### src/logic/cpfs_defines.svh
`ifndef CPFS_DEFINES_SVH
`define CPFS_DEFINES_SVH

// ----------------------------------------
// Register addresses
// ----------------------------------------
`define CPFS_ADDR_PORT3_DIR   16'hff23
`define CPFS_ADDR_PORT3_DATA  16'hff03
`define CPFS_ADDR_CMP_CTL     16'hff61
`define CPFS_ADDR_CMP_PC      16'hff62

// ----------------------------------------
// Reset values
// ----------------------------------------
`define CPFS_RST_PORT3_DIR    8'hff
`define CPFS_RST_PORT3_DATA   8'h00
`define CPFS_RST_CMP_CTL      8'h00
`define CPFS_RST_CMP_PC       8'h00

// ----------------------------------------
// Field positions
// ----------------------------------------
`define CPFS_PINS             5
`define CPFS_COM_PIN          1
`define CPFS_SIG_PIN          2
`define CPFS_CTL_RUN          7
`define CPFS_CTL_FILT_HI      6
`define CPFS_CTL_FILT_LO      5
`define CPFS_CTL_PIN_OUTEN    4
`define CPFS_CTL_REF_SEL      3
`define CPFS_CTL_FLAG         2
`define CPFS_CTL_OUT_EN       1
`define CPFS_CTL_INVERT       0
`define CPFS_PC_COM_DIG       1
`define CPFS_PC_SIG_DIG       0

// ----------------------------------------
// Settling times (software side), in ns and in clock cycles
// ----------------------------------------
`define CPFS_CLK_PERIOD_NS    8
`define CPFS_REF_SETTLE_NS    20000
`define CPFS_CMP_SETTLE_NS    1000
`define CPFS_REF_SETTLE_CYC   ((`CPFS_REF_SETTLE_NS + `CPFS_CLK_PERIOD_NS - 1) / `CPFS_CLK_PERIOD_NS)
`define CPFS_CMP_SETTLE_CYC   ((`CPFS_CMP_SETTLE_NS + `CPFS_CLK_PERIOD_NS - 1) / `CPFS_CLK_PERIOD_NS)

`endif

### src/logic/cpfs_pkg.sv
package cpfs_pkg;

  // Resolved function of one shared pin
  typedef enum logic [2:0] {
    CPFS_DIG_IN,
    CPFS_DIG_OUT,
    CPFS_CMP_OFF,
    CPFS_CMP_ON,
    CPFS_BAD
  } cpfs_pin_mode_t;

endpackage

### src/logic/cpfs_sync.sv
`timescale 1ns/1ns
`default_nettype none

module cpfs_sync #(
  parameter int W = 1
) (
  input  wire logic         mclk_in,
  input  wire logic         srst_in,
  input  wire logic         ce_in,
  input  wire logic [W-1:0] async_in,
  output logic      [W-1:0] sync_out
);

  logic [W-1:0] meta_q;
  logic [W-1:0] meta_d;
  logic [W-1:0] sync_q;
  logic [W-1:0] sync_d;

  // ----------------------------------------
  // Two-stage synchroniser per bit
  // ----------------------------------------
  genvar g;
  generate
    for (g = 0; g < W; g++) begin : g_bit
      always_comb begin
        meta_d[g] = ce_in ? async_in[g] : meta_q[g];
        sync_d[g] = ce_in ? meta_q[g] : sync_q[g];
      end
    end
  endgenerate

  always_ff @(posedge mclk_in) begin
    if (srst_in) begin
      meta_q <= '0;
      sync_q <= '0;
    end else begin
      meta_q <= meta_d;
      sync_q <= sync_d;
    end
  end

  assign sync_out = sync_q;

endmodule // cpfs_sync

`default_nettype wire

### src/logic/cpfs_top.sv
`timescale 1ns/1ns
`default_nettype none
`include "cpfs_defines.svh"

module cpfs_top
  import cpfs_pkg::*;
(
  input  wire logic        mclk_in,
  input  wire logic        srst_in,
  input  wire logic        ce_in,
  input  wire logic [15:0] addr_in,
  input  wire logic [7:0]  wdata_in,
  input  wire logic        wr_in,
  input  wire logic        rd_in,
  output logic      [7:0]  rdata_out,
  input  wire logic [4:0]  pin_in,
  output logic      [4:0]  pin_out,
  output logic      [4:0]  pin_oe_out,
  input  wire logic        cmp_result_in,
  output logic             cmp_run_out,
  output logic             cmp_ref_internal_out,
  output logic             cmp_signal_connect_out,
  output logic             cmp_common_connect_out,
  output logic             cmp_output_out,
  output logic             cfg_prohibited_out
);

  // ----------------------------------------
  // Registers
  // ----------------------------------------
  logic [4:0] dir_q, dir_d;
  logic [4:0] data_q, data_d;
  logic [7:0] ctl_q, ctl_d;
  logic [1:0] pc_q, pc_d;
  logic [7:0] rdata_q, rdata_d;
  logic [4:0] pin_q, pin_d;
  logic [4:0] oe_q, oe_d;
  logic       run_q, run_d;
  logic       refi_q, refi_d;
  logic       sig_q, sig_d;
  logic       com_q, com_d;
  logic       cout_q, cout_d;
  logic       bad_q, bad_d;
  logic       filt_q, filt_d;
  logic [3:0] fcnt_q, fcnt_d;

  logic [4:0] pin_s;
  logic       res_s;

  cpfs_sync #(.W(6)) u_sync (
    .mclk_in  (mclk_in),
    .srst_in  (srst_in),
    .ce_in    (ce_in),
    .async_in ({cmp_result_in, pin_in}),
    .sync_out ({res_s, pin_s})
  );

  function automatic logic hit(input logic [15:0] a, input logic [15:0] base);
    hit = (a == base);
  endfunction

  // ----------------------------------------
  // Pin mode decode
  // ----------------------------------------
  cpfs_pin_mode_t sig_mode, com_mode;
  logic           run, ref_int, sig_dig, com_dig;
  logic [4:0]     pin_view;
  logic [7:0]     ctl_view;
  logic [3:0]     fspan;
  logic           cmp_val;

  always_comb begin
    run     = ctl_q[`CPFS_CTL_RUN];
    ref_int = ctl_q[`CPFS_CTL_REF_SEL];
    sig_dig = pc_q[`CPFS_PC_SIG_DIG];
    com_dig = pc_q[`CPFS_PC_COM_DIG];
    // Signal pin
    if (sig_dig) begin
      if (run)
        sig_mode = CPFS_BAD;
      else
        sig_mode = dir_q[`CPFS_SIG_PIN] ? CPFS_DIG_IN : CPFS_DIG_OUT;
    end else begin
      if (!dir_q[`CPFS_SIG_PIN])
        sig_mode = CPFS_BAD;
      else
        sig_mode = run ? CPFS_CMP_ON : CPFS_CMP_OFF;
    end
    // Common pin
    if (com_dig) begin
      if (run && !ref_int)
        com_mode = CPFS_BAD;
      else
        com_mode = dir_q[`CPFS_COM_PIN] ? CPFS_DIG_IN : CPFS_DIG_OUT;
    end else begin
      if (!dir_q[`CPFS_COM_PIN])
        com_mode = CPFS_BAD;
      else
        com_mode = (run && ref_int) ? CPFS_CMP_ON : CPFS_CMP_OFF;
    end
  end

  // ----------------------------------------
  // Pin drive
  // ----------------------------------------
  always_comb begin
    oe_d  = ~dir_q;
    // Analog pins never drive, whatever their latch holds
    if (!sig_dig)
      oe_d[`CPFS_SIG_PIN] = 1'b0;
    if (!com_dig)
      oe_d[`CPFS_COM_PIN] = 1'b0;
    pin_d = data_q;
    // Analog pins set as inputs read back as zero on the digital side; as outputs they read the latch
    pin_view = pin_s;
    if (!sig_dig)
      pin_view[`CPFS_SIG_PIN] = 1'b0;
    if (!com_dig)
      pin_view[`CPFS_COM_PIN] = 1'b0;
    run_d  = run;
    refi_d = ref_int;
    sig_d  = (sig_mode == CPFS_CMP_ON);
    com_d  = (com_mode == CPFS_CMP_ON);
    bad_d  = (sig_mode == CPFS_BAD) || (com_mode == CPFS_BAD);
  end

  // ----------------------------------------
  // Noise filter and output gate
  // ----------------------------------------
  always_comb begin
    case (ctl_q[`CPFS_CTL_FILT_HI:`CPFS_CTL_FILT_LO])
      2'h0:    fspan = 4'h0;
      2'h1:    fspan = 4'h2;
      2'h2:    fspan = 4'h4;
      default: fspan = 4'h8;
    endcase
    filt_d = filt_q;
    fcnt_d = 4'h0;
    // Result only takes effect after standing for the chosen span
    if (!run) begin
      filt_d = 1'b0;
    end else if (fspan == 4'h0) begin
      filt_d = res_s;
    end else if (res_s != filt_q) begin
      fcnt_d = fcnt_q + 4'h1;
      if (fcnt_d >= fspan) begin
        filt_d = res_s;
        fcnt_d = 4'h0;
      end
    end
    cmp_val = filt_q ^ ctl_q[`CPFS_CTL_INVERT];
    cout_d  = ctl_q[`CPFS_CTL_OUT_EN] & run & cmp_val;
  end

  // ----------------------------------------
  // Register access
  // ----------------------------------------
  always_comb begin
    dir_d   = dir_q;
    data_d  = data_q;
    ctl_d   = ctl_q;
    pc_d    = pc_q;
    rdata_d = rdata_q;
    ctl_view = ctl_q;
    ctl_view[`CPFS_CTL_FLAG] = cmp_val;
    if (wr_in) begin
      if (hit(addr_in, `CPFS_ADDR_PORT3_DIR))
        dir_d = wdata_in[4:0];
      if (hit(addr_in, `CPFS_ADDR_PORT3_DATA))
        data_d = wdata_in[4:0];
      if (hit(addr_in, `CPFS_ADDR_CMP_CTL))
        ctl_d = {wdata_in[7:3], 1'b0, wdata_in[1:0]};
      if (hit(addr_in, `CPFS_ADDR_CMP_PC))
        pc_d = wdata_in[1:0];
    end
    if (rd_in) begin
      if (hit(addr_in, `CPFS_ADDR_PORT3_DIR))
        rdata_d = {3'h7, dir_q};
      else if (hit(addr_in, `CPFS_ADDR_PORT3_DATA))
        rdata_d = {3'h0, (dir_q & pin_view) | (~dir_q & data_q)};
      else if (hit(addr_in, `CPFS_ADDR_CMP_CTL))
        rdata_d = ctl_view;
      else if (hit(addr_in, `CPFS_ADDR_CMP_PC))
        rdata_d = {6'h00, pc_q};
      else
        rdata_d = 8'h00;
    end
  end

  always_ff @(posedge mclk_in) begin
    if (srst_in) begin
      dir_q   <= 5'(`CPFS_RST_PORT3_DIR);
      data_q  <= 5'(`CPFS_RST_PORT3_DATA);
      ctl_q   <= `CPFS_RST_CMP_CTL;
      pc_q    <= 2'(`CPFS_RST_CMP_PC);
      rdata_q <= 8'h00;
      pin_q   <= 5'h00;
      oe_q    <= 5'h00;
      run_q   <= 1'b0;
      refi_q  <= 1'b0;
      sig_q   <= 1'b0;
      com_q   <= 1'b0;
      cout_q  <= 1'b0;
      bad_q   <= 1'b0;
      filt_q  <= 1'b0;
      fcnt_q  <= 4'h0;
    end else if (ce_in) begin
      dir_q   <= dir_d;
      data_q  <= data_d;
      ctl_q   <= ctl_d;
      pc_q    <= pc_d;
      rdata_q <= rdata_d;
      pin_q   <= pin_d;
      oe_q    <= oe_d;
      run_q   <= run_d;
      refi_q  <= refi_d;
      sig_q   <= sig_d;
      com_q   <= com_d;
      cout_q  <= cout_d;
      bad_q   <= bad_d;
      filt_q  <= filt_d;
      fcnt_q  <= fcnt_d;
    end
  end

  assign rdata_out              = rdata_q;
  assign pin_out                = pin_q;
  assign pin_oe_out             = oe_q;
  assign cmp_run_out            = run_q;
  assign cmp_ref_internal_out   = refi_q;
  assign cmp_signal_connect_out = sig_q;
  assign cmp_common_connect_out = com_q;
  assign cmp_output_out         = cout_q;
  assign cfg_prohibited_out     = bad_q;

endmodule // cpfs_top

`default_nettype wire

### config.mk
export PLATFORM = sky130hd
export DESIGN_NAME = cpfs_top
export DESIGN_NICKNAME = d
export VERILOG_FILES = /design/src/logic/cpfs_pkg.sv /design/src/logic/cpfs_sync.sv /design/src/logic/cpfs_top.sv
export VERILOG_INCLUDE_DIRS = /design/src /design/src/logic
export SDC_FILE = /design/constraint.sdc
export NUM_CORES = 1
export LEC_CHECK = 0
export BUFFER_PORTS_ARGS = -buffer_cell sky130_fd_sc_hd__buf_2
export CAP_MARGIN = 5
export CORE_MARGIN = 3
export CORE_UTILIZATION = 58
export CTS_CLUSTER_DIAMETER = 30
export DETAILED_ROUTE_END_ITERATION = 6
export PLACE_DENSITY = 0.92
export SLEW_MARGIN = 20
export SYNTH_ARGS = -nofsm -noshare
export SYNTH_HDL_FRONTEND = slang
export SYNTH_HIERARCHICAL = 1
export SYNTH_SLANG_ARGS = --single-unit
### constraint.sdc
create_clock -name mclk_in -period 4.39 [get_ports mclk_in]
set_input_delay 1.317 -clock mclk_in [delete_from_list [all_inputs] [get_ports mclk_in]]
set_output_delay 1.317 -clock mclk_in [all_outputs]
set_load 0.02 [all_outputs]
==> flow_metrics.env <==
export IMPL_drt_iter0_markers=185
export IMPL_timing_rr_start="fcnt_q[0]$_SDFFE_PP0P_"
export IMPL_io_buffer_count=58
export IMPL_period_share=0.641
export IMPL_syn_area_per_cell_sq_um=8.87
export IMPL_cts_buffer_depth=2
export IMPL_io_pins=59
export IMPL_r2r_end="fcnt_q[0]$_SDFFE_PP0P_"
export IMPL_hold_depth=2
export IMPL_hold_path_startpoint="rdata_out[4]$_SDFFE_PP0P_"
export IMPL_die_h_um=75.5
export IMPL_status="finished, final reports clean"
export IMPL_comb_power_share=0.068
export IMPL_finalHoldViolCount=0
export IMPL_hold_slack_ps=443
export IMPL_tritoncts_num_buffers=9
export IMPL_core_area_sq_um=4500
export IMPL_ff2ff_setup_slack_ps=2470
export IMPL_clkSlewWorstSetupHoldPaths_ps=70
export IMPL_track_usage=0.254
export IMPL_std_cell_rows=24
export IMPL_reg2regPathDepth=7
export IMPL_cp_start_kind="input pin"
export IMPL_wl_mm=6.94
export IMPL_synth_distinct_cells=48
export IMPL_p_leak_nw=1.43
export IMPL_total_power_mw=1.22
export IMPL_grt_max_degree=44
export IMPL_vias=2547
export IMPL_pre_cts_slack_ps=1250
export IMPL_worstSkewPairLatency_ps=340
export IMPL_required_ps=4620
export IMPL_nets=407
export IMPL_gp_congestion=0.922
export IMPL_drive_gt1_frac=0.214
export IMPL_syn_nets=355
export IMPL_numPlacedInstances=409
export IMPL_synthToLayoutAreaGrowth_pct=18.3
export IMPL_antenna_left=0
export IMPL_antennaDiodeCount=0
export IMPL_clkPwrFrac=0.476
export IMPL_final_area_sq_um=3320
export IMPL_p_sw_mw=0.271
export IMPL_cellPowerDensity_nw_per_um2=368
export IMPL_avgViaCountPerCell=5.99
export IMPL_end_kind="flip-flop"
export IMPL_critPathKind="in -> reg"
export IMPL_synth_cells=316
export IMPL_maxCapViolations=0
export IMPL_internal_power_mw=0.950
export IMPL_grt_pass1_vias=2217
export IMPL_final_max_slew_viol_count=0
export IMPL_synth_seq_area_share=0.429
export IMPL_fin_util=0.736
export IMPL_htreeDepth=3
export IMPL_min_to="rdata_out[4]$_SDFFE_PP0P_"
export IMPL_hpwl_mm=4.90
export IMPL_synthesis_area_sq_um=2800
export IMPL_clock_sinks=60
export IMPL_fin_tns_setup_ps=0
export IMPL_synth_seq_cells=60
export IMPL_finalNonFillerCells=425
export IMPL_setup_viol=0
export IMPL_fin_ws_ps=1580
export IMPL_hold_class="reg -> reg"
export IMPL_initial_utilization=0.622
export IMPL_drcViolationCount=0
export IMPL_antenna_found_initial=0
export IMPL_gr_total_overflow=0
export IMPL_yosys_warnings=6
export IMPL_grt_pass1_wl_mm=10.8
export IMPL_p_seq_frac=0.456
export IMPL_worst_pin_slew_ps=764
export IMPL_dr_pass1_iters=5
export IMPL_max_freq_ghz=0.356
export IMPL_n_fill_cell=368
export IMPL_placed_area_sq_um=3080
export IMPL_sw_frac_of_total=0.222
export IMPL_fp_dieW_um=75.5
export IMPL_cts_root_buffer="clkbuf_8"
export IMPL_slew_headroom=0.491
export IMPL_wire_per_inst_um=16.3
export IMPL_max_vdd_ir_drop_uv=243
export IMPL_critPathMaxFanout=10
export IMPL_tritoncts="yes"
export IMPL_cp_arrival_ps=3040
export IMPL_rsz0062_at_grt="no"
export IMPL_fin_worst_skew_ps=7.31
export IMPL_ctsHoldBuffers=0
export IMPL_finalCriticalPeriod_ps=2810
export IMPL_cts_resized=0
export IMPL_postCtsSetupRepairBufs=0
export IMPL_die_area_sq_um=5700
[cell families after synthesis]
logic type / share of synthesized area
AO/OA/AOI/OAI: 0.123
XOR/XNOR: 0.0125
adder cells (fa/ha/maj): 0.0179
buffers and inverters: 0.0402
flip-flops: 0.429
multiplexers: 0.111
AND/OR/NAND/NOR: 0.267
[synthesized netlist by cell type (all sizes together)]
master / count / area [sq um]
o22a: 1 / 8.76
nor4: 4 / 55.1
nand3b: 5 / 37.5
nand2b: 4 / 25.0
and4: 1 / 8.76
xnor2: 1 / 8.76
nor4bb: 1 / 10.0
o21a: 1 / 7.51
a21oi: 17 / 85.1
xor2: 3 / 26.3
a31oi: 1 / 6.26
o211ai: 6 / 45.0
and2: 1 / 6.26
a211oi: 1 / 7.51
mux2i: 30 / 300
inv: 6 / 22.5
nand2: 31 / 116
nor2b: 3 / 18.8
or4: 2 / 18.8
nand4: 4 / 40.0
nand3: 23 / 120
a2bb2oi: 1 / 8.76
o32ai: 1 / 8.76
clkbuf: 11 / 41.3
clkinv: 1 / 3.75
a22o: 3 / 26.3
o311ai: 1 / 8.76
o41ai: 1 / 8.76
or3: 2 / 12.5
buf: 7 / 45.0
nor2: 37 / 139
nor3: 7 / 35.0
nand4bb: 3 / 33.8
a22oi: 1 / 7.51
nand4b: 8 / 70.1
o21ai: 18 / 90.1
a311oi: 2 / 17.5
mux2: 1 / 11.3
dfxtp: 60 / 1200
ha: 4 / 50.1
o2111ai: 1 / 8.76
[metal layers]
metal	GRT usage	up-vias	routed length [um]
met5	0	-	0
met4	0.113	0	129
met3	0.0475	15	514
met2	0.393	123	3250
met1	0.345	1165	3050
li1	-	1244	-
[power by group through the flow]
| stage | clock, mW | combinational [mW] | sequential (mW) |
|---|---|---|---|
| after floorplan | 0 | 0.0492 | 0.570 |
| after global placement | 0 | 0.0808 | 0.568 |
| after detailed placement | 0 | 0.0824 | 0.569 |
| after CTS | 0.585 | 0.0828 | 0.556 |
| after global routing | 0.607 | 0.0920 | 0.557 |
| final | 0.581 | 0.0834 | 0.556 |
[state kept, by name, indices dropped and copies added (netlist names)]
register,count
u_sync/meta_q,6
cfg_prohibited_out,1
dir_q,5
rdata_out,8
u_sync/sync_out,6
cmp_ref_internal_out,1
cmp_common_connect_out,1
fcnt_q,4
cmp_signal_connect_out,1
pin_out,5
pin_oe_out,5
pc_q,2
cmp_output_out,1
cmp_run_out,1
data_q,5
ctl_q,7
filt_q,1
[worst max-delay path, stage by stage]
cell	delay, ps
buf_2	90
nand4bb_1	530
or3_1	650
o311ai_1	340
o21ai_1	110
[worst max-delay path by stage]
| stage | from | end | slack, ps | cells past startpoint |
|---|---|---|---|---|
| 6_report | addr_in[2] | rdata_out[1]$_SDFFE_PP0P_ | 1580 | 5 |
| 2_1_floorplan | addr_in[2] | rdata_out[1]$_SDFFE_PP0P_ | 1810 | 6 |
| 3_5_place_dp | addr_in[2] | rdata_out[1]$_SDFFE_PP0P_ | 1250 | 5 |
| 5_1_grt | srst_in | fcnt_q[0]$_SDFFE_PP0P_ | 1430 | 5 |
| 3_3_place_gp | srst_in | fcnt_q[0]$_SDFFE_PP0P_ | 1300 | 5 |
| 4_1_cts | addr_in[2] | rdata_out[1]$_SDFFE_PP0P_ | 1590 | 5 |
[cell usage in the layout (no fill, tap or decap), types with 2 or more instances in the layout]
master	instances
nor4_1	2
nand3b_1	5
nand4_1	3
buf_2	58
ha_1	4
a21oi_1	17
nand3_1	22
a22o_1	3
a311oi_1	2
o21ai_0	16
or3_1	2
nand2_1	31
o21ai_1	2
nand4bb_1	3
mux2i_1	30
nor4_4	2
inv_1	6
nor2b_1	3
xor2_1	3
dfxtp_1	60
nand4b_1	8
nand2b_1	4
nor2_1	37
clkbuf_8	12
nor3_1	7
bufinv_16	2
o211ai_1	6
[final cells by class]
type | count | area, sq um | share of cell area
multi-input combinational | 231 | 1490 | 0.449
sequential | 60 | 1200 | 0.362
timing repair buffer | 59 | 298 | 0.0898
clock buffer | 13 | 169 | 0.0509
clock inverter | 3 | 67.6 | 0.0204
tap | 52 | 65.1 | 0.0196
inverter | 7 | 26.3 | 0.00792
Power figures use the tool's default switching activity.
